### config.mk
export PLATFORM = sky130hd
export DESIGN_NAME = reset_state_initializer
export DESIGN_NICKNAME = d
export VERILOG_FILES = /design/src/pkg/rsi_pkg.sv /design/src/hdl/cause_decoder.sv /design/src/hdl/reset_state_initializer.sv /design/src/hdl/wake_vector.sv
export SDC_FILE = /design/constraint.sdc
export NUM_CORES = 1
export LEC_CHECK = 0
export ABC_AREA = 1
export BUFFER_PORTS_ARGS = -buffer_cell sky130_fd_sc_hd__buf_2
export CORE_MARGIN = 3
export CORE_UTILIZATION = 45
export CTS_CLUSTER_SIZE = 20
export DETAILED_ROUTE_END_ITERATION = 16
export GPL_ROUTABILITY_DRIVEN = 1
export PLACE_DENSITY = 0.8
export SYNTH_ARGS = -nofsm -noshare
export SYNTH_HDL_FRONTEND = slang
export SYNTH_SLANG_ARGS = --single-unit
### constraint.sdc
create_clock -name ref_clk -period 2.1 [get_ports ref_clk]
set_input_delay 0.525 -clock ref_clk [delete_from_list [all_inputs] [get_ports ref_clk]]
set_output_delay 0.525 -clock ref_clk [all_outputs]
set_load 0.02 [all_outputs]
### src/pkg/rsi_pkg.sv
package rsi_pkg;

    // ==========================================================
    // bus and register map
    // ==========================================================
    localparam int ADDR_W = 8;
    localparam int DATA_W = 32;
    localparam int SFR_N = 14;
    localparam int IDX_W = 5;

    localparam logic [IDX_W-1:0] IDX_PORT_D_DIR = 5'h00;
    localparam logic [IDX_W-1:0] IDX_PORT_E_DIR = 5'h01;
    localparam logic [IDX_W-1:0] IDX_PERIPHERAL_IRQ_ENABLE_1 = 5'h02;
    localparam logic [IDX_W-1:0] IDX_PERIPHERAL_IRQ_ENABLE_2 = 5'h03;
    localparam logic [IDX_W-1:0] IDX_PWR_STATUS = 5'h04;
    localparam logic [IDX_W-1:0] IDX_AUX_FLAGS = 5'h05;
    localparam logic [IDX_W-1:0] IDX_TMR_PERIOD = 5'h06;
    localparam logic [IDX_W-1:0] IDX_SER_ADDR = 5'h07;
    localparam logic [IDX_W-1:0] IDX_SER_STATE = 5'h08;
    localparam logic [IDX_W-1:0] IDX_TX_CTRL = 5'h09;
    localparam logic [IDX_W-1:0] IDX_BAUD_DIV = 5'h0a;
    localparam logic [IDX_W-1:0] IDX_IRQ_CORE = 5'h0b;
    localparam logic [IDX_W-1:0] IDX_PERIPHERAL_IRQ_FLAGS_1 = 5'h0c;
    localparam logic [IDX_W-1:0] IDX_PERIPHERAL_IRQ_FLAGS_2 = 5'h0d;
    localparam logic [IDX_W-1:0] IDX_NONE = 5'h1f;

    localparam logic [ADDR_W-1:0] OFF_IRQ_STATUS = 8'h38;
    localparam logic [ADDR_W-1:0] OFF_IRQ_MASK = 8'h3c;
    localparam logic [ADDR_W-1:0] OFF_CAUSE = 8'h40;

    // ==========================================================
    // field positions
    // ==========================================================
    localparam int GIE_BIT = 7;
    localparam int ST_POR = 0;
    localparam int ST_MASTER_CLEAR_PIN = 1;
    localparam int ST_WAKE = 2;
    localparam int ST_VECTOR = 3;
    localparam int ST_W = 4;

    // ==========================================================
    // value columns, index 13 leftmost down to index 0
    // ==========================================================
    typedef logic [SFR_N-1:0][7:0] sfr_arr_t;

    localparam sfr_arr_t IMPL_MASK = '{8'h01, 8'hff, 8'hff, 8'hff,
        8'hf7, 8'h3f, 8'hff, 8'hff, 8'h02, 8'h03, 8'h01, 8'hff,
        8'hf7, 8'hff};
    localparam sfr_arr_t RESET_VAL = '{8'h00, 8'h00, 8'h00, 8'h00,
        8'h02, 8'h00, 8'h00, 8'hff, 8'h00, 8'h00, 8'h00, 8'h00,
        8'h07, 8'hff};
    localparam sfr_arr_t KEEP_POR = '{8'h00, 8'h00, 8'h00, 8'h00,
        8'h00, 8'h00, 8'h00, 8'h00, 8'h00, 8'h01, 8'h00, 8'h00,
        8'h00, 8'h00};
    localparam sfr_arr_t KEEP_MASTER_CLEAR_PIN = '{8'h00, 8'h00, 8'h01, 8'h00,
        8'h00, 8'h00, 8'h00, 8'h00, 8'h02, 8'h03, 8'h00, 8'h00,
        8'h00, 8'h00};
    localparam sfr_arr_t KEEP_WAKE = '{8'hff, 8'hff, 8'hff, 8'hff,
        8'hff, 8'hff, 8'hff, 8'h00, 8'hff, 8'hff, 8'hff, 8'hff,
        8'hff, 8'hff};

    localparam logic [15:0] IRQ_VECTOR = 16'h0004;

    // ==========================================================
    // carriers
    // ==========================================================
    typedef enum logic [1:0] {
        CLS_NONE,
        CLS_POR,
        CLS_MASTER_CLEAR_PIN,
        CLS_WAKE
    } cause_cls_t;

    typedef struct packed {
        logic [1:0] reg_sel;
        logic [2:0] bit_sel;
    } wake_src_t;

    localparam logic [1:0] SRC_IRQ_CORE = 2'h0;
    localparam logic [1:0] SRC_PERIPHERAL_IRQ_FLAGS_1 = 2'h1;
    localparam logic [1:0] SRC_PERIPHERAL_IRQ_FLAGS_2 = 2'h2;

endpackage

### src/hdl/cause_decoder.sv
`timescale 1ns/1ps
module cause_decoder import rsi_pkg::*; (
    input wire logic ref_clk,
    input wire logic rst_b,
    input wire logic clk_en,
    input wire logic por_bor_evt,
    input wire logic master_clear_pin_evt,
    input wire logic wdt_rst_evt,
    input wire logic wake_irq_evt,
    input wire logic wake_wdt_evt,
    input wire wake_src_t wake_src,
    output cause_cls_t cls_q,
    output logic wake_irq_q,
    output wake_src_t wake_src_q
);

    cause_cls_t cls_d;
    logic wake_irq_d;
    wake_src_t wake_src_d;

    // ==========================================================
    // priority: power-on, then clear or watchdog, then wake
    // ==========================================================
    always_comb begin
        cls_d = CLS_NONE;
        wake_irq_d = 1'b0;
        wake_src_d = wake_src;
        if (por_bor_evt) begin
            cls_d = CLS_POR;
        end else if (master_clear_pin_evt || wdt_rst_evt) begin
            cls_d = CLS_MASTER_CLEAR_PIN;
        end else if (wake_irq_evt || wake_wdt_evt) begin
            cls_d = CLS_WAKE;
            wake_irq_d = wake_irq_evt;
        end
    end

    always_ff @(posedge ref_clk or negedge rst_b) begin
        if (!rst_b) begin
            cls_q <= CLS_NONE;
            wake_irq_q <= 1'b0;
            wake_src_q <= '0;
        end else if (clk_en) begin
            cls_q <= cls_d;
            wake_irq_q <= wake_irq_d;
            wake_src_q <= wake_src_d;
        end
    end

endmodule

### src/hdl/reset_state_initializer.sv
// Design decisions made here: the APB register port and the placing of the registers.
`timescale 1ns/1ps
// How it works
// resets set port D direction all ones
// resets load port E direction 0000_-111
// resets clear irq enable 1, wake keeps
// resets clear irq enable 2 bit
// power-on clears upper power status bit only
// power-on clears aux flag bit only
// timer period all ones, even on wake
// resets clear serial address or rate
// resets clear six serial state bits
// resets load transmit control 0000_-010
// resets clear baud rate divisor
// unimplemented bits always read zero
// interrupt wake sets a source flag
// irq wake with enable: pc+1, then vector
// every reset clears global irq enable
// decode cause into three value columns
module reset_state_initializer import rsi_pkg::*; #(
    parameter int PC_W = 13
) (
    input wire logic ref_clk,
    input wire logic rst_b,
    input wire logic clk_en,
    input wire logic por_bor_evt,
    input wire logic master_clear_pin_evt,
    input wire logic wdt_rst_evt,
    input wire logic wake_irq_evt,
    input wire logic wake_wdt_evt,
    input wire wake_src_t wake_src,
    input wire logic core_step,
    input wire logic psel,
    input wire logic penable,
    input wire logic pwrite,
    input wire logic [ADDR_W-1:0] paddr,
    input wire logic [DATA_W-1:0] pwdata,
    output logic [DATA_W-1:0] prdata,
    output logic pready,
    output logic pslverr,
    output sfr_arr_t sfr_state,
    output logic exec_next,
    output logic vector_load,
    output logic [PC_W-1:0] vector_addr,
    output logic irq
);

    initial begin
        if (PC_W < 3 || PC_W > 16) begin
            $error("reset_state_initializer: PC_W out of range");
        end
    end

    // ==========================================================
    // helpers
    // ==========================================================
    function automatic logic [IDX_W-1:0] reg_index(
        input logic [ADDR_W-1:0] addr
    );
        logic [ADDR_W-3:0] word;
        word = addr[ADDR_W-1:2];
        if (addr[1:0] != 2'b00 || word >= ADDR_W'(SFR_N)) begin
            reg_index = IDX_NONE;
        end else begin
            reg_index = word[IDX_W-1:0];
        end
    endfunction

    function automatic sfr_arr_t apply_col(
        input sfr_arr_t cur,
        input sfr_arr_t keep
    );
        apply_col = ((cur & keep) | (RESET_VAL & ~keep)) & IMPL_MASK;
    endfunction

    // ==========================================================
    // sub-blocks
    // ==========================================================
    cause_cls_t cls;
    logic wake_irq;
    wake_src_t wake_src_r;
    logic vec_start;
    logic vec_busy;
    logic vec_exec_next;
    logic vec_load;
    logic [PC_W-1:0] vec_addr;

    cause_decoder u_cause (
        .ref_clk(ref_clk),
        .rst_b(rst_b),
        .clk_en(clk_en),
        .por_bor_evt(por_bor_evt),
        .master_clear_pin_evt(master_clear_pin_evt),
        .wdt_rst_evt(wdt_rst_evt),
        .wake_irq_evt(wake_irq_evt),
        .wake_wdt_evt(wake_wdt_evt),
        .wake_src(wake_src),
        .cls_q(cls),
        .wake_irq_q(wake_irq),
        .wake_src_q(wake_src_r)
    );

    wake_vector #(
        .PC_W(PC_W)
    ) u_vector (
        .ref_clk(ref_clk),
        .rst_b(rst_b),
        .clk_en(clk_en),
        .start(vec_start),
        .core_step(core_step),
        .exec_next_q(vec_exec_next),
        .vector_load_q(vec_load),
        .vector_addr_q(vec_addr),
        .busy_q(vec_busy)
    );

    assign exec_next = vec_exec_next;
    assign vector_load = vec_load;
    assign vector_addr = vec_addr;

    // ==========================================================
    // state
    // ==========================================================
    sfr_arr_t sfr_q, sfr_d;
    logic [ST_W-1:0] st_q, st_d;
    logic [ST_W-1:0] mask_q, mask_d;
    logic [1:0] last_cls_q, last_cls_d;
    logic [DATA_W-1:0] rdata_q, rdata_d;
    logic ready_q, ready_d;
    logic err_q, err_d;
    logic irq_q, irq_d;

    logic setup, commit;
    logic [IDX_W-1:0] idx;
    logic mapped;

    assign setup = psel && !penable;
    assign commit = psel && penable && ready_q;
    assign idx = reg_index(paddr);
    assign mapped = (idx != IDX_NONE) || paddr == OFF_IRQ_STATUS
        || paddr == OFF_IRQ_MASK || paddr == OFF_CAUSE;
    assign vec_start = cls == CLS_WAKE && wake_irq
        && sfr_q[IDX_IRQ_CORE][GIE_BIT] && !vec_busy;

    // ==========================================================
    // register update
    // ==========================================================
    always_comb begin
        sfr_d = sfr_q;
        st_d = st_q;
        mask_d = mask_q;
        last_cls_d = last_cls_q;
        // software access first, so that hardware events win
        if (commit && pwrite) begin
            if (idx != IDX_NONE) begin
                sfr_d[idx] = pwdata[7:0] & IMPL_MASK[idx];
            end else if (paddr == OFF_IRQ_MASK) begin
                mask_d = pwdata[ST_W-1:0];
            end
        end
        if (commit && !pwrite && paddr == OFF_IRQ_STATUS) begin
            // clear only the bits reported, a later event stays set
            st_d = st_q & ~rdata_q[ST_W-1:0];
        end
        unique case (cls)
            CLS_POR: begin

                sfr_d = apply_col(sfr_q, KEEP_POR);
                st_d[ST_POR] = 1'b1;
                last_cls_d = 2'd1;
            end
            CLS_MASTER_CLEAR_PIN: begin

                sfr_d = apply_col(sfr_q, KEEP_MASTER_CLEAR_PIN);
                st_d[ST_MASTER_CLEAR_PIN] = 1'b1;
                last_cls_d = 2'd2;
            end
            CLS_WAKE: begin
                sfr_d = apply_col(sfr_d, KEEP_WAKE);
                st_d[ST_WAKE] = 1'b1;
                last_cls_d = 2'd3;
                if (wake_irq) begin
                    unique case (wake_src_r.reg_sel)
                        SRC_IRQ_CORE: begin
                            sfr_d[IDX_IRQ_CORE][wake_src_r.bit_sel] =
                                1'b1;
                        end
                        SRC_PERIPHERAL_IRQ_FLAGS_1: begin
                            sfr_d[IDX_PERIPHERAL_IRQ_FLAGS_1][wake_src_r.bit_sel] =
                                1'b1;
                        end
                        default: begin
                            sfr_d[IDX_PERIPHERAL_IRQ_FLAGS_2][0] = 1'b1;
                        end
                    endcase
                end
            end
            CLS_NONE: begin
            end
        endcase
        if (vec_load) begin
            st_d[ST_VECTOR] = 1'b1;
        end
    end

    // ==========================================================
    // bus answer
    // ==========================================================
    always_comb begin
        rdata_d = '0;
        ready_d = 1'b0;
        err_d = 1'b0;
        if (setup) begin
            ready_d = 1'b1;
            err_d = !mapped;
            if (idx != IDX_NONE) begin
                rdata_d[7:0] = sfr_q[idx] & IMPL_MASK[idx];
            end else if (paddr == OFF_IRQ_STATUS) begin
                rdata_d[ST_W-1:0] = st_q;
            end else if (paddr == OFF_IRQ_MASK) begin
                rdata_d[ST_W-1:0] = mask_q;
            end else if (paddr == OFF_CAUSE) begin
                rdata_d[2:0] = {vec_busy, last_cls_q};
            end
        end else if (psel && penable && !ready_q) begin
            ready_d = 1'b1;
            err_d = !mapped;
            rdata_d = rdata_q;
        end
        irq_d = |(st_d & mask_d);
    end

    always_ff @(posedge ref_clk or negedge rst_b) begin
        if (!rst_b) begin
            sfr_q <= RESET_VAL & IMPL_MASK;
            st_q <= '0;
            mask_q <= '0;
            last_cls_q <= 2'd1;
            rdata_q <= '0;
            ready_q <= 1'b0;
            err_q <= 1'b0;
            irq_q <= 1'b0;
        end else if (clk_en) begin
            sfr_q <= sfr_d;
            st_q <= st_d;
            mask_q <= mask_d;
            last_cls_q <= last_cls_d;
            rdata_q <= rdata_d;
            ready_q <= ready_d;
            err_q <= err_d;
            irq_q <= irq_d;
        end
    end

    assign prdata = rdata_q;
    assign pready = ready_q;
    assign pslverr = err_q;
    assign sfr_state = sfr_q;
    assign irq = irq_q;

endmodule

### src/hdl/wake_vector.sv
`timescale 1ns/1ps
module wake_vector import rsi_pkg::*; #(
    parameter int PC_W = 13
) (
    input wire logic ref_clk,
    input wire logic rst_b,
    input wire logic clk_en,
    input wire logic start,
    input wire logic core_step,
    output logic exec_next_q,
    output logic vector_load_q,
    output logic [PC_W-1:0] vector_addr_q,
    output logic busy_q
);

    initial begin
        if (PC_W < 3 || PC_W > 16) begin
            $error("wake_vector: PC_W out of range");
        end
    end

    typedef enum logic [1:0] {
        VEC_IDLE,
        VEC_NEXT,
        VEC_WAIT
    } vec_state_t;

    vec_state_t state_q, state_d;
    logic exec_next_d, vector_load_d, busy_d;
    logic [PC_W-1:0] vector_addr_d;

    // ==========================================================
    // run pc+1 first, then load the vector
    // ==========================================================
    always_comb begin
        state_d = state_q;
        exec_next_d = 1'b0;
        vector_load_d = 1'b0;
        vector_addr_d = vector_addr_q;
        unique case (state_q)
            VEC_IDLE: begin
                if (start) begin
                    state_d = VEC_NEXT;
                    exec_next_d = 1'b1;
                end
            end
            VEC_NEXT: begin
                state_d = VEC_WAIT;
            end
            VEC_WAIT: begin
                if (core_step) begin
                    state_d = VEC_IDLE;
                    vector_load_d = 1'b1;
                    vector_addr_d = IRQ_VECTOR[PC_W-1:0];
                end
            end
        endcase
        busy_d = (state_d != VEC_IDLE);
    end

    always_ff @(posedge ref_clk or negedge rst_b) begin
        if (!rst_b) begin
            state_q <= VEC_IDLE;
            exec_next_q <= 1'b0;
            vector_load_q <= 1'b0;
            vector_addr_q <= '0;
            busy_q <= 1'b0;
        end else if (clk_en) begin
            state_q <= state_d;
            exec_next_q <= exec_next_d;
            vector_load_q <= vector_load_d;
            vector_addr_q <= vector_addr_d;
            busy_q <= busy_d;
        end
    end

endmodule

==> results of run 1 <==
[metal layers]
layer  up-vias  GRT usage [%]
li1       4177              -
met5         -              0
met3        67          5.952
met2       525          45.44
met4         0          10.95
met1      4249          39.21
[placed cells by master (no fill, tap or decap), types with 36 or more instances in the layout]
cell type	n
nand2_1	231
inv_1	158
buf_4	113
nand3_1	51
conb_1	36
dfrtp_1	126
a21oi_1	72
buf_2	157
o21ai_0	128
nor2_1	111
[metrics by stage]
stage | power [mW] | setup slack [ns] | instance area [µm²] | std cells
6_report | 7.552 | 0.1948 | 10980 | 1653
5_1_grt | 7.837 | 0.04933 | 10980 | 1653
4_1_cts | 7.560 | 0.1665 | 10980 | 1653
3_3_place_gp | 4.385 | -0.1701 | 10370 | 1621
3_5_place_dp | 4.417 | -0.2010 | 10370 | 1621
2_1_floorplan | 3.946 | 0.1787 | 8713 | 1189
[registers in the layout (all words and copies together), names as in the netlist]
signal,cells
sfr_state,112
prdata,8
u_cause.wake_src_q,5
mask_q,4
st_q,4
last_cls_q,2
u_cause.cls_q,2
u_vector.state_q,2
irq,1
pready,1
pslverr,1
u_cause.wake_irq_q,1
u_vector.busy_q,1
u_vector.exec_next_q,1
u_vector.vector_addr_q,1
u_vector.vector_load_q,1
[power by group through the flow]
stage / clock network, mW / registers [mW] / logic [mW]
CTS: 3.19 / 3.19 / 1.19
finish: 3.17 / 3.19 / 1.20
global route: 3.32 / 3.21 / 1.31
global placement: 0 / 3.23 / 1.15
detailed placement: 0 / 3.23 / 1.18
floorplan: 0 / 3.33 / 0.612
[cells in the mapped netlist (4+ instances only)]
library cell and count:
o21ai_0 128, dfrtp_1 126, a21oi_1 72, buf_4 39, a22oi_1 23, nand3_2 4
ha_1 8, nor2_2 9, nand4_1 6, nand2_4 5, inv_1 159, o22ai_1 9
clkbuf_1 21, nand2_1 231, o211ai_1 15, nand2_2 4, inv_2 20, nor2_1 111
o21ai_1 31, nor2_4 5, nand3_1 51, buf_2 13, dfstp_2 21, nor3_1 11
[how the worst min path moves through the flow]
stage                                            end  slack, ns
2_1_floorplan                        irq$_DFFE_PN0P_       0.23
3_3_place_gp   u_vector.vector_addr_q[2]$_DFFE_PN0P_       0.45
3_5_place_dp   u_vector.vector_addr_q[2]$_DFFE_PN0P_       0.46
4_1_cts                        prdata[3]$_DFFE_PN0P_       0.04
5_1_grt                        prdata[2]$_DFFE_PN0P_       0.05
6_report                       prdata[3]$_DFFE_PN0P_       0.03
[layout make-up]
class,count,area (µm²)
Clock buffer,20,456.7
Clock inverter,12,153.9
Fill cell,1650,7355
Inverter,181,679.4
Multi-Input combinational cell,784,3870
Sequential cell,147,3705
Tap cell,229,286.5
Timing Repair Buffer,280,1826
[cell families after synthesis]
logic type      share of synthesized area [%]
simple gates                            23.31
compound gates                          19.04
buf+inv                                 13.27
flops                                   43.17
fa+ha+maj                               1.166
other cells                           0.04370
==> impl_metrics.csv, run 1 <==
group,metric,value,unit
floorplanning,fp.dieW,144.1,µm
sta,fin_skew,0.008352,ns
placed_design,gp_congestion,0.9444,
global_route,grt_pass1_wl,45.86,mm
sta,hold_viol_final,0,
route,avgRoutedWirePerCell,17.95,µm
setup_path,cpMaxStageDelayCell,"nor2_2",
synth,synth.area.top_cells,"dfrtp_1 37%, nand2_1 10%, o21ai_0 7.5%",
cts,cts-htree-levels,4,
cells_and_area,layout-drive-gt1-share,27.53,%
setup_path,crit_buf_inv,3,
floorplanning,fp.dieArea,20760,µm²
setup_path,critPathArrivalTime,2.24,ns
cells_and_area,fin_util,59.88,%
setup_path,cp-startpoint,"paddr[6]",
sta,fin_tns_setup,0,ns
power_and_ir_drop,pwr-share-clk,42.0,%
synth,ys.flop_type,"dfrtp_1",
floorplanning,initial_core_util,46.82,%
setup_path,cp_slowest_stage_delay,0.28,ns
sta,max_slew_margin,59.95,%
sta,min_period,1.905,ns
outcome,status,"finished, final reports clean",
setup_path,start_kind,"primary input",
setup_path,rrSetupSlack,0.24,ns
cts,ctsResizeCount,0,
sta,fmax,524.9,MHz
route,ant_nets,0,
power_and_ir_drop,leakage,5.804,nW
floorplanning,die_h,144.1,µm
power_and_ir_drop,p_int,5.371,mW
worst_hold_path,min_path_type,"primary input to async pin",
floorplanning,ios,219,
route,highest_layer,"met4",
cts,cts_hold_buf,0,
setup_path,r2r_cells,10,
power_and_ir_drop,powerDensity,688.0,nW/µm²
cells_and_area,antenna_cells,0,
synth,ys_types,43,
cts,cts_buffer_depth,2,
cts,post_cts_buffers,0,
synth,yosys.area.top_type,"dfrtp_1",
power_and_ir_drop,seq_power_share,42.2,%
route,first_iter_violations,899,
placed_design,port_buffers,158,
synth,netlist_area,8582,µm²
global_route,grt_max_degree,48,
power_and_ir_drop,netSwitchingPower,2.180,mW
sta,setup_viol,0,
route,wl_met2,13.48,mm
setup_path,worstPathMaxFanout,6,
route,viasPerCell,5.456,
route,wl_met1,12.04,mm
route,routed_wl,29.68,mm
route,drtPass1Iterations,6,
synth,async_flop_share,100.0,%
setup_path,cp_cell_sequence,"buf_2 -> nor2_4 -> buf_4 -> nand3_2 -> nand2_1 -> nand3_4 -> nor2_2 -> buf_4 -> o21ai_0 -> a22oi_1",
placed_design,dp_hpwl,22.77,mm
sta,hold_slack,0.03294,ns
synth,synth_warnings,0,
cts,path_clk_slew,0.06,ns
cells_and_area,area_growth,27.91,%
global_route,gr-total-overflow,0,
power_and_ir_drop,peakVddDrop,0.5755,mV
power_and_ir_drop,swShare,28.87,%
global_route,grt_pass1_vias,8560,
setup_path,path_common_cell,"buf_4",
run,max_cap_violations,0,
setup_path,endpoint_kind,"flop",
power_and_ir_drop,combPwrFrac,15.8,%
setup_path,cp-endpoint,"sfr_state[50]$_DFFE_PN1P_",
sta,drv_slew,0,
setup_path,reg2reg_from,"u_cause.cls_q[0]$_DFFE_PN0P_",
setup_path,cp_num_cells,10,
setup_path,critical_path_class,"primary input to flop",
synth,synth_area_per_cell,7.437,µm²
synth,ys_ff_latch,147,
cts,numCtsBuffers,17,
route,drc,0,
global_route,grt_usage,28.79,%
cts,cts_tree,"yes",
cts,clk_latency,0.43,ns
sta,tightest_slew,0.6001,ns
cells_and_area,final_nets,1476,
cts,cts.sinks,147,
setup_path,required,2.44,ns
synth,post-synth-top-area-fraction,36.74,%
synth,ys_seq_area_share,43.17,%
setup_path,r2r_end,"sfr_state[98]$_DFFE_PN0P_",
setup_path,crit_family,"simple AND/OR/NAND/NOR gates",
floorplanning,core,18330,µm²
route,dr_wl_met3,3.044,mm
global_route,antenna_found_initial,0,
synth,synth_edf_count,0,
floorplanning,rows,49,
synth,synthCells,1154,
route,vias,9018,
cts,root_buffer,"clkbuf_16",
sta,rsz0062_at_grt,"false",
sta,timing.final.crit_share,90.72,%
Power figures use the tool's default switching activity.
==> inputs of run 2 (changes only) <==
==> constraint.sdc (replaced) <==
create_clock -name ref_clk -period 2.1 [get_ports ref_clk]
set_input_delay 0.105 -clock ref_clk [delete_from_list [all_inputs] [get_ports ref_clk]]
set_output_delay 0.105 -clock ref_clk [all_outputs]
set_load 0.02 [all_outputs]
==> impl_metrics.csv, run 2 (same netlist as run 1, synthesis figures left out) <==
group,metric,value,unit
outcome,status,"finished, final reports clean",
cells_and_area,final_common_cell,"nand2_1",
sta,drv_slew,0,
sta,timing.final.crit_share,90.91,%
setup_path,required,2.44,ns
cts,numCtsBuffers,17,
cells_and_area,nFillCells,1708,
sta,min_period,1.909,ns
floorplanning,die_h,144.1,µm
worst_hold_path,min_path_type,"primary input to flop",
route,drtPass1Iterations,6,
setup_path,start_kind,"flop",
cts,cts_buffer_depth,2,
global_route,grt_pass1_vias,8042,
route,avgRoutedWirePerCell,18.27,µm
cts,cts-htree-levels,4,
sta,fmax,523.8,MHz
setup_path,critPathArrivalTime,2.25,ns
route,routed_wl,29.09,mm
sta,hold_slack,0.02802,ns
placed_design,dpl_worst_slack,0.08881,ns
cells_and_area,seq_area,3705,µm²
cells_and_area,final_nets,1415,
global_route,antenna_found_initial,0,
setup_path,worstPathMaxFanout,21,
cts,post_cts_buffers,0,
run,max_cap_violations,0,
cts,clk_latency,0.43,ns
floorplanning,core,18330,µm²
sta,hold_viol_final,0,
floorplanning,initial_core_util,46.82,%
sta,setup_viol,0,
floorplanning,fp.dieW,144.1,µm
route,drc,0,
floorplanning,rows,49,
cts,cts_tree,"yes",
sta,fin_tns_setup,0,ns
cells_and_area,final_cell_mix,"231 x nand2_1, 159 x inv_1, 157 x buf_2",
cells_and_area,area_growth,21.83,%
floorplanning,ios,219,
global_route,grt_pass1_wl,44.54,mm
global_route,grtUsageMet3,5.390,%
global_route,grt_usage,27.99,%
power_and_ir_drop,peakVddDrop,0.5588,mV
cells_and_area,layout.cells.non_filler,1592,
placed_design,placed_cells,1548,
setup_path,critical_path_class,"flop to flop",
setup_path,endpoint_kind,"flop",
global_route,grt_max_degree,148,
cells_and_area,fin_util,57.03,%
placed_design,port_buffers,158,
cts,path_clk_slew,0.06,ns
global_route,grt_use_met2,44.59,%
global_route,met1_usage,38.79,%
placed_design,gp_congestion,0.9540,
route,first_iter_violations,874,
cts,root_buffer,"clkbuf_16",
cells_and_area,antenna_cells,0,
global_route,gr-total-overflow,0,
route,ant_nets,0,
setup_path,cp-startpoint,"u_cause.cls_q[0]$_DFFE_PN0P_",
cells_and_area,largest_reg_flops,112,
global_route,grt-busiest-layer,"met2",
cells_and_area,layout-drive-gt1-share,23.26,%
cts,cts.sinks,147,
sta,max_slew_margin,45.27,%
floorplanning,fp.dieArea,20760,µm²
sta,fin_ws,0.1910,ns
cells_and_area,multiInputGateArea,3877,µm²
setup_path,reg2reg_from,"u_cause.cls_q[0]$_DFFE_PN0P_",
power_and_ir_drop,leakage,5.462,nW
route,vias,8691,
placed_design,dp_hpwl,21.61,mm
sta,rsz0062_at_grt,"false",
power_and_ir_drop,powerDensity,696.1,nW/µm²
worst_hold_path,hold_path.startpoint,"pwdata[0]",
sta,fin_skew,0.005967,ns
sta,tightest_slew,0.8210,ns
route,viasPerCell,5.459,
-- run 2: cell count changes in the layout (fill, tap and decap cells not counted), sizes merged --
cell,change
bufinv,-2
clkinv,+4
clkinvlp,-2
buf,-73
dlygate4sd3,+12
inv,-2
clkbuf,+2
-- run 2: power by group --
group	internal [mW]	total (mW)	switching [mW]	leakage, nW
registers	3.06	3.19	0.136	1.93
logic	0.342	1.14	0.803	3.25
clock network	1.71	2.94	1.23	0.279
-- run 2: through the flow --
| stage | cell area [µm²] | total power [mW] |
|---|---|---|
| 3_5_place_dp | 9768 | 4.351 |
| 3_3_place_gp | 9768 | 4.326 |
| 5_1_grt | 10460 | 7.557 |
| 4_1_cts | 10450 | 7.289 |
| 2_1_floorplan | 8713 | 3.946 |
| 6_report | 10460 | 7.278 |
-- run 2: worst max-delay path: stages, from the launching register on --
cell     delay, ns
dfrtp_1       0.40
inv_1         0.14
ha_1          0.25
inv_1         0.12
a31oi_4       0.18
o21ai_2       0.20
buf_4         0.31
inv_1         0.09
nor3_1        0.15
-- run 2: worst paths after layout --
kind / depth (start not counted) / slack (ns) / endpoint
max in group asynchronous: 3 / 1.13 / sfr_state[24]$_DFFE_PN0P_
hold / removal: 3 / 0.03 / sfr_state[32]$_DFFE_PN0P_
setup / recovery: 8 / 0.19 / sfr_state[36]$_DFFE_PN0P_
hold reg to reg: 2 / 0.46 / u_vector.vector_addr_q[2]$_DFFE_PN0P_
setup reg to reg: 8 / 0.19 / sfr_state[36]$_DFFE_PN0P_
min in group asynchronous: 3 / 0.36 / pslverr$_DFFE_PN0P_
-- run 2: timing repair --
action	4_1_cts	5_1_grt
hold buffers	12	0
hold endpoints to repair	136	0
gates resized for setup	0	1
endpoints found under the setup margin	0	1
-- run 2: per-layer routing --
layer  share of wire (%)  vias up
met5                   0        -
met2                  46      462
met4                 3.3        0
met3                 8.8       74
li1                    -     4057
met1                  42     4098
-- run 2: cell type report --
type                       count  share of cell area, %
clock buffer                  22                  4.536
clock inverter                10                 0.8138
inverter                     181                  6.498
multi-input combinational    784                  37.09
sequential                   147                  35.44
tap                          229                  2.741
timing repair buffer         219                  12.89
==> inputs of run 3 (changes only) <==
PLACE_DENSITY = not set   (was 0.8)
PLACE_DENSITY_LB_ADDON = 0.15   (was not set)
==> impl_metrics.csv, run 3 (same netlist as run 1, synthesis figures left out) <==
group,metric,value,unit
outcome,status,"finished, final reports clean",
route,vias,8515,
global_route,grt_max_degree,84,
cells_and_area,final_common_cell,"nand2_1",
floorplanning,initial_core_util,46.82,%
setup_path,cpMaxStageDelayCell,"dfrtp_1",
route,first_iter_violations,694,
route,drtPass1Iterations,5,
sta,setup_viol,0,
cells_and_area,final_nets,1418,
cells_and_area,design_area,10520,µm²
route,drc,0,
cells_and_area,final_cell_mix,"231 x nand2_1, 159 x inv_1, 157 x buf_2",
sta,drv_slew,0,
power_and_ir_drop,peakVddDrop,0.5960,mV
setup_path,required,2.37,ns
cells_and_area,antenna_cells,0,
floorplanning,fp.dieW,144.1,µm
global_route,grt_pass1_wl,44.91,mm
worst_hold_path,min_path_type,"primary input to flop",
sta,fin_tns_setup,0,ns
setup_path,endpoint_kind,"flop",
route,avgRoutedWirePerCell,18.49,µm
placed_design,port_buffers,158,
global_route,gr-total-overflow,0,
route,routed_wl,29.49,mm
floorplanning,core,18330,µm²
sta,max_slew_margin,45.58,%
global_route,grt_usage,28.58,%
cts,root_buffer,"clkbuf_16",
placed_design,dp_hpwl,22.19,mm
power_and_ir_drop,powerDensity,719.8,nW/µm²
floorplanning,rows,49,
cts,cts.sinks,147,
sta,min_period,1.948,ns
sta,rsz0062_at_grt,"false",
cts,numCtsBuffers,17,
power_and_ir_drop,leakage,5.498,nW
cells_and_area,area_growth,22.58,%
sta,timing.final.crit_share,92.76,%
sta,tightest_slew,0.8162,ns
placed_design,gp_congestion,0.9362,
sta,fmax,513.3,MHz
cts,path_clk_slew,0.06,ns
cts,clk_latency,0.43,ns
setup_path,start_kind,"flop",
route,viasPerCell,5.339,
route,ant_nets,0,
cts,cts_buffer_depth,2,
global_route,antenna_found_initial,0,
cts,cts-htree-levels,4,
cells_and_area,layout-drive-gt1-share,23.43,%
run,max_cap_violations,0,
placed_design,detailed_place.area,9771,µm²
setup_path,worstPathMaxFanout,8,
setup_path,critPathArrivalTime,2.22,ns
sta,fin_skew,0.009610,ns
cts,cts_hold_buf,13,
cells_and_area,largest_reg_flops,112,
cts,post_cts_buffers,0,
cts,ctsResizeCount,0,
setup_path,cp_slowest_stage_delay,0.40,ns
cts,cts_tree,"yes",
floorplanning,fp.dieArea,20760,µm²
setup_path,cp_cell_sequence,"nand4_1 -> inv_1 -> nand2_4 -> inv_2 -> nand3_1 -> buf_4 -> inv_1 -> nand2_1 -> nand2_1 -> o21ai_0",
setup_path,critical_path_class,"flop to flop",
sta,hold_viol_final,0,
floorplanning,die_h,144.1,µm
global_route,grt_pass1_vias,7929,
floorplanning,ios,219,
## run 3: cell types whose count changed in the layout (fill, tap and decap cells not counted)
cell           before  now
nand3_2             3    4
dlygate4sd3_1      12   13
buf_4              44   47
clkinv_4            2    0
buf_12              5    4
nand3_4             2    1
clkinv_2            6    2
bufinv_16           1    3
inv_6               0    3
clkinvlp_4          1    3
clkbuf_1            2    1
## run 3: final timing paths
kind	start	to	slack, ns	cells after the start
max in group asynchronous	rst_b	sfr_state[70]$_DFFE_PN0P_	1.21	3
min reg2reg	u_vector.vector_addr_q[2]$_DFFE_PN0P_	u_vector.vector_addr_q[2]$_DFFE_PN0P_	0.47	2
max	pready$_DFFE_PN0P_	sfr_state[15]$_DFFE_PN0P_	0.15	10
min	wdt_rst_evt	u_cause.wake_irq_q$_DFFE_PN0P_	0.05	4
min in group asynchronous	rst_b	sfr_state[85]$_DFFE_PN0P_	0.18	2
max reg2reg	pready$_DFFE_PN0P_	sfr_state[15]$_DFFE_PN0P_	0.15	10
## run 3: per-layer routing
layer  track usage [%]  vias to the layer above  part of all wire (%)
li1                  -                     4066                     -
met1             39.74                     3956                    43
met2             44.15                      434                    45
met3             5.192                       59                   8.4
met4             11.84                        0                   3.8
met5                 0                        -                     0
## run 3: per-stage QoR
stage               worst slack [ns]  total power [mW]  instances  hold slack, ns  util (%)
floorplan                     0.2722             3.946       1189         -0.1906         -
global placement              0.1662             4.347       1550         0.09053     53.30
detailed placement            0.1448             4.359       1550         0.09200     53.30
CTS                           0.2211             7.599       1595         0.01811     57.39
global route                 0.02809             7.855       1595         0.04939     57.39
finish                        0.1520             7.572       1595         0.04709     57.39
## run 3: area by class of cell
class                           instances  area [µm²]
Fill cell                            1811        7811
Multi-Input combinational cell        784        3870
Sequential cell                       147        3705
Timing Repair Buffer                  222        1360
Inverter                              181       679.4
Clock buffer                           21       470.5
Tap cell                              229       286.5
Clock inverter                         11       148.9
## run 3: power breakdown
part	switching (mW)	internal, mW
Clock	1.26	1.97
Combinational	0.800	0.348
Sequential	0.136	3.06
Total	2.19	5.38
## run 3: critical path, delay by kind of cell, from the launching register on
kind,cells,cell delay [ns]
flops,1,0.40
simple gates,5,0.57
buf+inv,4,0.74
compound gates,1,0.08
